## config.mk

```make
export PLATFORM = sky130hd
export DESIGN_NAME = splbs_top
export DESIGN_NICKNAME = d
export VERILOG_FILES = /design/src/core/splbs_pkg.sv /design/src/core/splbs_sync.sv /design/src/core/splbs_top.sv
export VERILOG_INCLUDE_DIRS = /design/src /design/src/core
export SDC_FILE = /design/constraint.sdc
export NUM_CORES = 1
export LEC_CHECK = 0
export BUFFER_PORTS_ARGS = -buffer_cell sky130_fd_sc_hd__buf_2
export CAP_MARGIN = 20
export CELL_PAD_IN_SITES_DETAIL_PLACEMENT = 1
export CELL_PAD_IN_SITES_GLOBAL_PLACEMENT = 1
export CORE_MARGIN = 4
export CORE_UTILIZATION = 35
export CTS_CLUSTER_SIZE = 25
export DETAILED_ROUTE_END_ITERATION = 16
export MAX_ROUTING_LAYER = met4
export PLACE_DENSITY = 0.73
export SLEW_MARGIN = 10
export SYNTH_ARGS = -nofsm -noshare
export SYNTH_HDL_FRONTEND = slang
export SYNTH_SLANG_ARGS = --single-unit
```

## constraint.sdc

```tcl
create_clock -name pclk -period 1.7 [get_ports pclk]
set_input_delay 0.085 -clock pclk [delete_from_list [all_inputs] [get_ports pclk]]
set_output_delay 0.085 -clock pclk [all_outputs]
set_load 0.02 [all_outputs]
```

## src/core/splbs_map.svh

```systemverilog
`ifndef SPLBS_MAP_SVH
`define SPLBS_MAP_SVH

// Register byte offsets on the APB slave.
`define SPLBS_STRAP_STATUS_OFF 12'h000
`define SPLBS_BOOT_STATUS_OFF 12'h004
`define SPLBS_CTRL_OFF 12'h008
`define SPLBS_PRINT_SEL_OFF 12'h00C

// Strap status field positions.
`define SPLBS_STRAP_TWO_BIT 0
`define SPLBS_STRAP_EIGHT_BIT 1
`define SPLBS_STRAP_NINE_BIT 2

// Boot status field positions.
`define SPLBS_BOOT_MODE_LSB 0
`define SPLBS_BOOT_MODE_MSB 1
`define SPLBS_PRINT_EN_BIT 2
`define SPLBS_INVALID_BIT 3
`define SPLBS_CAPTURED_BIT 4
`define SPLBS_CAPT_COUNT_LSB 8
`define SPLBS_CAPT_COUNT_MSB 15

// Control field positions and reset values.
`define SPLBS_PULLUP_BIT 0
`define SPLBS_PULLUP_RST 1'h1
`define SPLBS_PRINT_SEL_RST 2'h0

// Print select field encodings.
`define SPLBS_PSEL_ON 2'h0
`define SPLBS_PSEL_EIGHT_LOW 2'h1
`define SPLBS_PSEL_EIGHT_HIGH 2'h2
`define SPLBS_PSEL_OFF 2'h3

// Cycles the pin synchroniser needs before a sample is trusted.
`define SPLBS_SETTLE_CYCLES 3'h4

`endif

```

## src/core/splbs_pkg.sv

```systemverilog
package splbs_pkg;

	// Captured strap levels.
	typedef struct packed {
		logic nine;
		logic eight;
		logic two;
	} splbs_strap_s;

	// Boot mode decoded from the captured straps.
	typedef enum logic [1:0] {
		BOOT_FLASH = 2'h0,
		BOOT_SERIAL = 2'h1,
		BOOT_UNDEF = 2'h2,
		BOOT_INVALID = 2'h3
	} splbs_boot_e;

	// Capture sequencer states, one-hot.
	typedef enum logic [2:0] {
		ST_HOLD = 3'h1,
		ST_SETTLE = 3'h2,
		ST_RUN = 3'h4
	} splbs_state_e;

	// APB request as seen by the slave.
	typedef struct packed {
		logic psel;
		logic penable;
		logic pwrite;
		logic [11:0] paddr;
		logic [31:0] pwdata;
	} splbs_apb_req_s;

endpackage

```

## src/core/splbs_sync.sv

```systemverilog
`timescale 1ns/1ns
// Three-stage synchroniser; the held value follows once stages two and three agree.
module splbs_sync #(
	parameter int WIDTH = 7
) (
	// Clock, reset and enable.
	input wire logic pclk,
	input wire logic presetn,
	input wire logic pclk_en,
	// Asynchronous levels and their synchronised copy.
	input wire logic [WIDTH-1:0] async_in,
	output logic [WIDTH-1:0] sync_out
);

	logic [WIDTH-1:0] s1_reg;
	logic [WIDTH-1:0] s2_reg;
	logic [WIDTH-1:0] s3_reg;
	logic [WIDTH-1:0] out_reg;
	logic [WIDTH-1:0] out_next;

	// Each bit takes the new level only where the last two stages agree.
	always_comb begin
		out_next = out_reg;
		for (int i = 0; i < WIDTH; i++) begin
			if (s2_reg[i] == s3_reg[i]) begin
				out_next[i] = s3_reg[i];
			end
		end
	end

	// Stage one is read by stage two alone.
	always_ff @(posedge pclk or negedge presetn) begin
		if (!presetn) begin
			s1_reg <= '0;
			s2_reg <= '0;
			s3_reg <= '0;
			out_reg <= '0;
		end else if (pclk_en) begin
			s1_reg <= async_in;
			s2_reg <= s1_reg;
			s3_reg <= s2_reg;
			out_reg <= out_next;
		end
	end

	assign sync_out = out_reg;

endmodule

```

## src/core/splbs_top.sv

```systemverilog
// What this block does
// Latch strap levels on every system reset.
// Hold captured bits until power down (code: held only until the next system reset, which captures again).
// Software reads captured bits in status.
// Pin nine pulled up by default.
// Release pins to normal use after capture.
// Outside drives wanted strap levels at power-on.
// Nine high flash; nine low serial load (code: serial only with eight and two high).
// Outside never sets pins eight, nine low.
// Select 0 prints on, 3 off.
// Select 1 and 2 follow pin eight.
// Capture at reset release, then stable outputs.
//
// The APB interface to the registers and the register addresses are this design's own decisions.
`timescale 1ns/1ns
`include "splbs_map.svh"
module splbs_top (
	// Clock, reset and enable.
	input wire logic pclk,
	input wire logic presetn,
	input wire logic pclk_en,
	// APB slave.
	input wire logic psel,
	input wire logic penable,
	input wire logic pwrite,
	input wire logic [11:0] paddr,
	input wire logic [31:0] pwdata,
	output logic [31:0] prdata,
	output logic pready,
	output logic pslverr,
	// Other system reset sources: watchdog, brownout, super watchdog, clock glitch.
	input wire logic [3:0] sys_rst_src,
	// One-time-programmable print select field.
	input wire logic [1:0] otp_print_sel,
	// Strap pins, index 0 two, 1 eight, 2 nine.
	input wire logic [2:0] strap_pin_in,
	output logic [2:0] strap_pin_out,
	output logic [2:0] strap_pin_oe,
	output logic strap_pin_nine_pull_en,
	// Normal pin function once released.
	input wire logic [2:0] func_out,
	input wire logic [2:0] func_oe,
	output logic [2:0] func_in,
	// Decoded results.
	output logic [1:0] boot_mode,
	output logic print_en,
	output logic strap_valid
);

	localparam int SYNC_W = 7;

	logic [SYNC_W-1:0] sync_val;
	splbs_pkg::splbs_strap_s pins_sync;
	logic rst_any;
	splbs_pkg::splbs_apb_req_s req;

	splbs_pkg::splbs_state_e state_reg, state_next;
	logic [2:0] settle_reg, settle_next;
	splbs_pkg::splbs_strap_s strap_reg, strap_next;
	logic captured_reg, captured_next;
	logic [7:0] capt_cnt_reg, capt_cnt_next;
	logic [1:0] print_sel_reg, print_sel_next;
	logic pullup_reg, pullup_next;
	logic [1:0] boot_mode_reg, boot_mode_next;
	logic print_en_reg, print_en_next;
	logic [2:0] pin_out_reg, pin_out_next;
	logic [2:0] pin_oe_reg, pin_oe_next;

	logic [31:0] prdata_reg, prdata_next;
	logic pready_reg, pready_next;
	logic pslverr_reg, pslverr_next;

	// Boot mode from captured straps.
	function automatic logic [1:0] decode_boot(input splbs_pkg::splbs_strap_s s);
		logic [1:0] m;
		m = splbs_pkg::BOOT_UNDEF;
		if (s.nine) begin
			m = splbs_pkg::BOOT_FLASH;
		end else if (!s.eight) begin
			m = splbs_pkg::BOOT_INVALID;
		end else if (s.two) begin
			m = splbs_pkg::BOOT_SERIAL;
		end
		return m;
	endfunction

	// Print enable from the select field and pin eight.
	function automatic logic decode_print(input logic [1:0] sel, input logic eight);
		logic p;
		case (sel)
			`SPLBS_PSEL_ON: p = 1'h1;
			`SPLBS_PSEL_EIGHT_LOW: p = !eight;
			`SPLBS_PSEL_EIGHT_HIGH: p = eight;
			default: p = 1'h0;
		endcase
		return p;
	endfunction

	// Pins and reset sources come from outside the clock domain.
	splbs_sync #(
		.WIDTH(SYNC_W)
	) u_sync (
		.pclk(pclk),
		.presetn(presetn),
		.pclk_en(pclk_en),
		.async_in({sys_rst_src, strap_pin_in}),
		.sync_out(sync_val)
	);

	assign pins_sync = sync_val[2:0];
	assign rst_any = |sync_val[6:3];
	assign req = {psel, penable, pwrite, paddr, pwdata};

	// Capture sequencer: hold while reset, settle the sampler, capture, then run.
	always_comb begin
		state_next = state_reg;
		settle_next = settle_reg;
		strap_next = strap_reg;
		captured_next = captured_reg;
		capt_cnt_next = capt_cnt_reg;
		case (state_reg)
			splbs_pkg::ST_HOLD: begin
				settle_next = 3'h0;
				if (!rst_any) begin
					state_next = splbs_pkg::ST_SETTLE;
				end
			end
			splbs_pkg::ST_SETTLE: begin
				if (rst_any) begin
					state_next = splbs_pkg::ST_HOLD;
				end else if (settle_reg == `SPLBS_SETTLE_CYCLES) begin
					strap_next = pins_sync;
					captured_next = 1'h1;
					capt_cnt_next = capt_cnt_reg + 8'h01;
					state_next = splbs_pkg::ST_RUN;
				end else begin
					settle_next = settle_reg + 3'h1;
				end
			end
			splbs_pkg::ST_RUN: begin
				// Pin activity no longer reaches the captured bits.
				if (rst_any) begin
					state_next = splbs_pkg::ST_HOLD;
				end
			end
			default: begin
				state_next = splbs_pkg::ST_HOLD;
			end
		endcase
	end

	// Decoded outputs follow the held straps and the print select field.
	always_comb begin
		boot_mode_next = decode_boot(strap_reg);
		print_en_next = decode_print(print_sel_reg, strap_reg.eight);
		if (state_next == splbs_pkg::ST_RUN && state_reg != splbs_pkg::ST_RUN) begin
			boot_mode_next = decode_boot(strap_next);
			print_en_next = decode_print(print_sel_next, strap_next.eight);
		end
	end

	// Pins float for strapping until the capture, then carry their normal function.
	always_comb begin
		pin_out_next = 3'h0;
		pin_oe_next = 3'h0;
		if (state_next == splbs_pkg::ST_RUN) begin
			pin_out_next = func_out;
			pin_oe_next = func_oe;
		end
	end

	// APB slave: one wait state, the access completes on the second access edge.
	always_comb begin
		prdata_next = prdata_reg;
		pready_next = 1'h0;
		pslverr_next = 1'h0;
		print_sel_next = print_sel_reg;
		pullup_next = pullup_reg;
		if (state_reg == splbs_pkg::ST_SETTLE && state_next == splbs_pkg::ST_RUN) begin
			print_sel_next = otp_print_sel;
		end
		if (req.psel && req.penable && !pready_reg) begin
			pready_next = 1'h1;
			prdata_next = 32'h0000_0000;
			case (req.paddr)
				`SPLBS_STRAP_STATUS_OFF: begin
					prdata_next[`SPLBS_STRAP_TWO_BIT] = strap_reg.two;
					prdata_next[`SPLBS_STRAP_EIGHT_BIT] = strap_reg.eight;
					prdata_next[`SPLBS_STRAP_NINE_BIT] = strap_reg.nine;
				end
				`SPLBS_BOOT_STATUS_OFF: begin
					prdata_next[`SPLBS_BOOT_MODE_MSB:`SPLBS_BOOT_MODE_LSB] = boot_mode_reg;
					prdata_next[`SPLBS_PRINT_EN_BIT] = print_en_reg;
					prdata_next[`SPLBS_INVALID_BIT] = (boot_mode_reg == splbs_pkg::BOOT_INVALID);
					prdata_next[`SPLBS_CAPTURED_BIT] = captured_reg;
					prdata_next[`SPLBS_CAPT_COUNT_MSB:`SPLBS_CAPT_COUNT_LSB] = capt_cnt_reg;
				end
				`SPLBS_CTRL_OFF: begin
					prdata_next[`SPLBS_PULLUP_BIT] = pullup_reg;
				end
				`SPLBS_PRINT_SEL_OFF: begin
					prdata_next[1:0] = print_sel_reg;
				end
				default: begin
					pslverr_next = 1'h1;
				end
			endcase
			if (req.pwrite) begin
				prdata_next = 32'h0000_0000;
			end
		end else if (req.psel && req.penable && pready_reg && req.pwrite) begin
			// Writes land on the edge where the master sees pready high.
			if (req.paddr == `SPLBS_CTRL_OFF) begin
				pullup_next = req.pwdata[`SPLBS_PULLUP_BIT];
			end
			if (req.paddr == `SPLBS_PRINT_SEL_OFF) begin
				print_sel_next = req.pwdata[1:0];
			end
		end
		// Outside the run state the pull-up stays on, so an open pin nine reads high.
		if (state_next != splbs_pkg::ST_RUN) begin
			pullup_next = 1'h1;
		end
	end

	// Capture, decode and pin registers; the pull-up comes back on with every reset.
	always_ff @(posedge pclk or negedge presetn) begin
		if (!presetn) begin
			state_reg <= splbs_pkg::ST_HOLD;
			settle_reg <= 3'h0;
			strap_reg <= 3'h0;
			captured_reg <= 1'h0;
			capt_cnt_reg <= 8'h00;
			boot_mode_reg <= 2'h0;
			print_en_reg <= 1'h0;
			pin_out_reg <= 3'h0;
			pin_oe_reg <= 3'h0;
		end else if (pclk_en) begin
			state_reg <= state_next;
			settle_reg <= settle_next;
			strap_reg <= strap_next;
			captured_reg <= captured_next;
			capt_cnt_reg <= capt_cnt_next;
			boot_mode_reg <= boot_mode_next;
			print_en_reg <= print_en_next;
			pin_out_reg <= pin_out_next;
			pin_oe_reg <= pin_oe_next;
		end
	end

	// Bus and software-visible control registers.
	always_ff @(posedge pclk or negedge presetn) begin
		if (!presetn) begin
			prdata_reg <= 32'h0000_0000;
			pready_reg <= 1'h0;
			pslverr_reg <= 1'h0;
			print_sel_reg <= `SPLBS_PRINT_SEL_RST;
			pullup_reg <= `SPLBS_PULLUP_RST;
		end else if (pclk_en) begin
			prdata_reg <= prdata_next;
			pready_reg <= pready_next;
			pslverr_reg <= pslverr_next;
			print_sel_reg <= print_sel_next;
			pullup_reg <= pullup_next;
		end
	end

	assign prdata = prdata_reg;
	assign pready = pready_reg;
	assign pslverr = pslverr_reg;
	assign strap_pin_out = pin_out_reg;
	assign strap_pin_oe = pin_oe_reg;
	assign strap_pin_nine_pull_en = pullup_reg;
	assign func_in = sync_val[2:0];
	assign boot_mode = boot_mode_reg;
	assign print_en = print_en_reg;
	assign strap_valid = captured_reg;

endmodule

```

======== After elaboration in Yosys (flattened, before gate mapping) ========
Index checks and enable logic that the tools add are counted.
word-level totals
  bits in registers ....................... 92
  bits of input ports ..................... 65
  output and inout bits ................... 48
  word-level logic and storage cells ...... 122
cells by class
  $add $sub $neg .......................... 2
  equality and inequality tests ........... 25
  mux-type cells .......................... 40
  bitwise operators ....................... 1
  reduce and logical (&&, ||, !) cells .... 28
operator list
  operator             count
  $mux 3               11
  $eq 12x4->1 const B  2
  $mux 2               12
  $mux 16              1
  $reduce_and 2->1     8
  $eq 12x3->1 const B  1
  $logic_not 12->1     1
  $reduce_and 4->1     3
  $eq 3x3->1 const B   3
  $pmux 1 s3           3
  $pmux 3 s3           1
  $add 8x1->8 const B  1
  $mux 1               8
  $mux 8               1
  $reduce_or 4->1      2
  $eq 1x1->1           7
  $eq 2x2->1 const B   3
  $logic_and 1x1->1    6
  $ne 3x3->1 const B   2
  $pmux 3 s2           1
  $reduce_bool 2->1    3
  $eq 2x1->1 const B   2
  $logic_not 2->1      2
  $ne 2x2->1 const B   2
  other kinds (8)      10

======== Depth between registers and ports, before layout ========
  word-level depth ........................ 13
  mapped depth ............................ 7
  gate-level depth less buffers ........... 7

======== Hierarchy ========
Synthesis repeated with hierarchy kept, for this count alone.
unflattened totals
  cells, all modules ...................... 292
  area, all modules ....................... 3,469.6 µm²
modules (own cells, without submodules)
  module      instances  cells an instance  area an instance (µm²)  sequential area each (µm²)
  splbs_top   1          214                2,326.0                 1,128.6
  splbs_sync  1          78                 1,143.6                 700.7

======== Worst setup path before layout ========
No wires, ideal clock.
  kind .................................... register to register
  start point ............................. reg u_sync.out_reg[4], in the netlist u_sync.sync_out[4]
  end point ............................... reg capt_cnt_reg[1]
  setup time .............................. 0.125 ns
  arrival ................................. 1.747 ns
  data required time ...................... 1.575 ns
  setup slack ............................. -0.172 ns
  cell stages (with the launch flop) ...... 6
  buffers on the path ..................... 2
  clock period less this slack ............ 1.872 ns
  cell sequence ........................... dfrtp_1 -> or4_1 -> buf_4 -> nor3_4 -> buf_4 -> mux2_2
between the ends
  longest elaborated chain between the ends .. 3
RTL lines
  what                        line              RTL
  start, declared             splbs_sync.sv:18  logic [WIDTH-1:0] out_reg;
  start signal, assigned      splbs_sync.sv:42  out_reg <= out_next;
  $reduce_or 4->1             splbs_top.sv:111  assign rst_any = |sync_val[6:3];
  $not 1->1 (no line)         -
  $reduce_and 4->1 (no line)  -
  end signal, assigned        splbs_top.sv:243  capt_cnt_reg <= capt_cnt_next;
  end, declared               splbs_top.sv:61   logic [7:0] capt_cnt_reg, capt_cnt_next;
Every way passes these cells.
A chain may end at the register's enable or synchronous reset.

======== Worst setup path in the final report ========
  start point ............................. reg u_sync.out_reg[3], in the netlist u_sync.sync_out[3]
  end point ............................... reg capt_cnt_reg[1]
Same word-level chain as after synthesis.

==> key figures <==
Outcome
  • Outcome: finished, violations left
  • Failing checks: negative setup slack

Finish
  • Multi-input gate area: about 0.0015 sq mm
  • Post-Layout Cell Count: 550
  • FF+latch area: between 0.0015 and 0.002 sq mm
  • Fill cell count: 1048
  • Fraction of layout cells with a size suffix above 1: 0.390
  • Nets: between 400 and 500
  • Post-layout util: 0.482
  • Antenna cells: 0
  • Area Overhead vs Synth: 31.4%
  • Flip-flop count of the largest register after layout: 13

Worst setup path
  • CP Max Fanout: 7
  • Data required, critical path: slightly below 2 ns
  • Startpoint types: register
  • WS Path Type: register to register
  • CP max stage cell: or4_4
  • Critical path arrival: about 2.1 ns
  • Critical path buffers and inverters: 2
  • Critical Path End Type: register
  • Critical path, cell by cell: or4_4 -> nor3_4 -> buf_4 -> buf_6 -> mux2_4
  • Max stage delay on crit path: around 0.58 ns
  • CP delay by family, top: simple AND/OR/NAND/NOR gates

CTS
  • CTS root buffer: clkbuf_8
  • Longest Clk Path Bufs: 2
  • Clk sinks: 73
  • Worst-Skew Late Latency: between 0.3 and 0.4 ns
  • CTS tree: built
  • H-tree depth: 3
  • Worst-path clk slew: about 0.08 ns
  • CTS buffer count: 9

Power
  • Switching Fraction: 0.286
  • Peak VDD IR: about 0.56 mV
  • Total Power: 4.52 mW
  • Sequential power share: 0.443
  • Pwr/cell area: between 900 and 1000 mW/mm^2
  • Sw Pwr: roughly 1.3 mW
  • Clock power share: 0.340
  • Gate power share: 0.217
  • Static power due to leakage: around 2.2 nW
  • P_int: 3.23 mW

Routing
  • Via density: around 4.8
  • DRC: 0
  • Drt wl/cell: 15.1 um
  • Antenna viol nets, final: 0
  • Drt total wl: 8310 um
  • First DRT Iteration DRCs: 90
  • Vias post-DR: 2663
  • Drt pass-1 iters: 4

Placement
  • Dpl ws: -0.270 ns
  • Final Wtd Congestion: 0.736
  • # placed instances: about 510
  • Post-DP HPWL: slightly below 6000 um
  • Number of I/O port buffers: 63

STA
  • Final setup margin: -0.171 ns
  • Final setup viols: 16
  • Worst-margin pin slew: a little over 0.5 ns
  • Final Skew: a little over 0.008 ns
  • Min Tclk post-route: 1.87 ns
  • Final Max Tran Viols: 0
  • Worst hold margin: 0.0207 ns
  • Slew HR: 0.658
  • RSZ-0062 raised after global routing: true
  • Highest Clock Rate: about 530 MHz
  • Fin crit share: 1.10
  • Final hold violation count: 0

Synthesis
  • Mapped Avg Cell Area: roughly 11 sq um
  • Post-synth top area share: 0.514
  • Adder-Cell Fraction of Synth Area: 0.0109
  • Post-synth EDFFs: 0
  • Dominant synthesized flop cell: dfrtp_1
  • Top-count cell post-synth: dfrtp_1
  • Cell count after synthesis: approximately 310
  • Unique cell type count in the Yosys netlist: slightly below 50
  • Dominant cells by area after synthesis: dfrtp_1, mux2_2, buf_4
  • Share of the yosys chip area belonging to registers: 0.530
  • Yosys top cell by area: dfrtp_1
  • Synth top cells by count: dfrtp_1, mux2_2, buf_4, a21oi_1, nand2_1
  • Main combinational cell family by area after synthesis: simple AND/OR/NAND/NOR gates
  • Post-synthesis compound-gate area fraction: 0.121
  • FFs w/ async S/R, synth: 1.00
  • Synth Cell Area: 0.00345 sq mm
  • FF+latch count, synth: between 70 and 80
  • Synth Area in Simple Gates: 0.134
  • Mux cell area share after synthesis: 0.102
  • Synth Area in XOR/XNOR: 0.0177
  • Yosys warns: 0

Job
  • Max Cap Viol: 0

Global route
  • Overflow after GRT: 0
  • GRT Overall Usage: 0.156
  • Vias in the first global route: 2807
  • Largest net degree at the start of global routing: between 70 and 80
  • Initial antenna violation count: 0
  • Global-route wire length before repair: about 14000 um

Floorplan
  • Die Wd: between 100 and 150 um
  • Rows: 35
  • Core Region: about 0.0094 sq mm
  • Starting density of the core: 0.367
  • Die height: roughly 110 um
  • Die Area: 0.0115 sq mm
  • I/O pins: about 110

Worst hold path
  • Worst min path class: input pin to register
[worst register-to-register path: stages, from the launching register on]
cell     delay (ns)
dfrtp_1        0.38
or4_4          0.58
nor3_4         0.23
buf_4          0.15
buf_6          0.12
mux2_4         0.30
[cell families (layout without fill, tap and decap cells)]
group / after synthesis / count (layout)
and+or+nand+nor: 80 / 80
AOI/OAI and AO/OA: 65 / 65
buffers and inverters: 53 / 143
adders and majority gates: 3 / 3
other: 1 / 19
xor gates and xnor gates: 7 / 7
muxes: 31 / 31
DFF: 73 / 73
[final cells by class]
class	instances	share of cell area
clock buffer	10	0.0303
clock inverter	6	0.0198
inverter	18	0.0149
multi-input combinational	205	0.337
sequential	73	0.403
tap	129	0.0356
timing repair buffer	109	0.159
[final timing paths]
path	start	to	slack (ns)	cells past startpoint
worst max-delay path	u_sync.sync_out[3]	capt_cnt_reg[1]	-0.17	5
worst min-delay path	pwdata[1]	print_en	0.02	4
worst max register to register	u_sync.sync_out[3]	capt_cnt_reg[1]	-0.17	5
worst min register to register	capt_cnt_reg[7]	capt_cnt_reg[7]	0.47	1
max in group asynchronous	presetn	state_reg[0]	1.06	3
min in group asynchronous	presetn	prdata[1]	0.28	3
[metal layers]
metal	wire length [um]	track usage	part of all wire
met1	3450	0.184	0.42
met2	4300	0.263	0.52
met3	462	0.0438	0.056
met4	95	0.0451	0.011
met5	0	-	0
[per-stage QoR]
step	area (sq um)	TNS, ns
2_1_floorplan	3540	-1.08
3_3_place_gp	3970	-2.14
3_5_place_dp	3970	-3.47
4_1_cts	4410	-1.48
5_1_grt	4540	-2.57
6_report	4540	-1.46
[what timing repair did]
action,4_1_cts,5_1_grt
buffers inserted,2,8
hold endpoints to repair,84,0
hold buffers,14,0
gates cloned,0,0
endpoints found under the setup margin,23,26
pin swaps,5,5
gates resized for setup,14,13
[power by group through the flow]
stage	sequential [mW]	clock, mW	combinational, mW
detailed placement	2.04	0	0.843
global placement	2.02	0	0.796
floorplan	2.04	0	0.554
global route	2.02	1.68	1.10
CTS	2.00	1.59	0.920
finish	2.00	1.54	0.980
[layout by cell type, fill, tap and decap left out, types with 4 or more instances in the layout]
cell and count:
o22ai_2 5, nand4_1 4, xnor2_1 4, buf_6 4, nor2_1 14, mux2i_1 5
dlygate4sd3_1 14, a22o_1 11, o21ai_0 7, nand3_1 4, nand2_1 17, inv_1 18
clkbuf_8 10, buf_4 27, conb_1 19, a21oi_1 23, buf_2 63, dfrtp_1 71
mux2_2 23, nand2b_1 9
No activity file was read; power rests on OpenSTA's default activity.
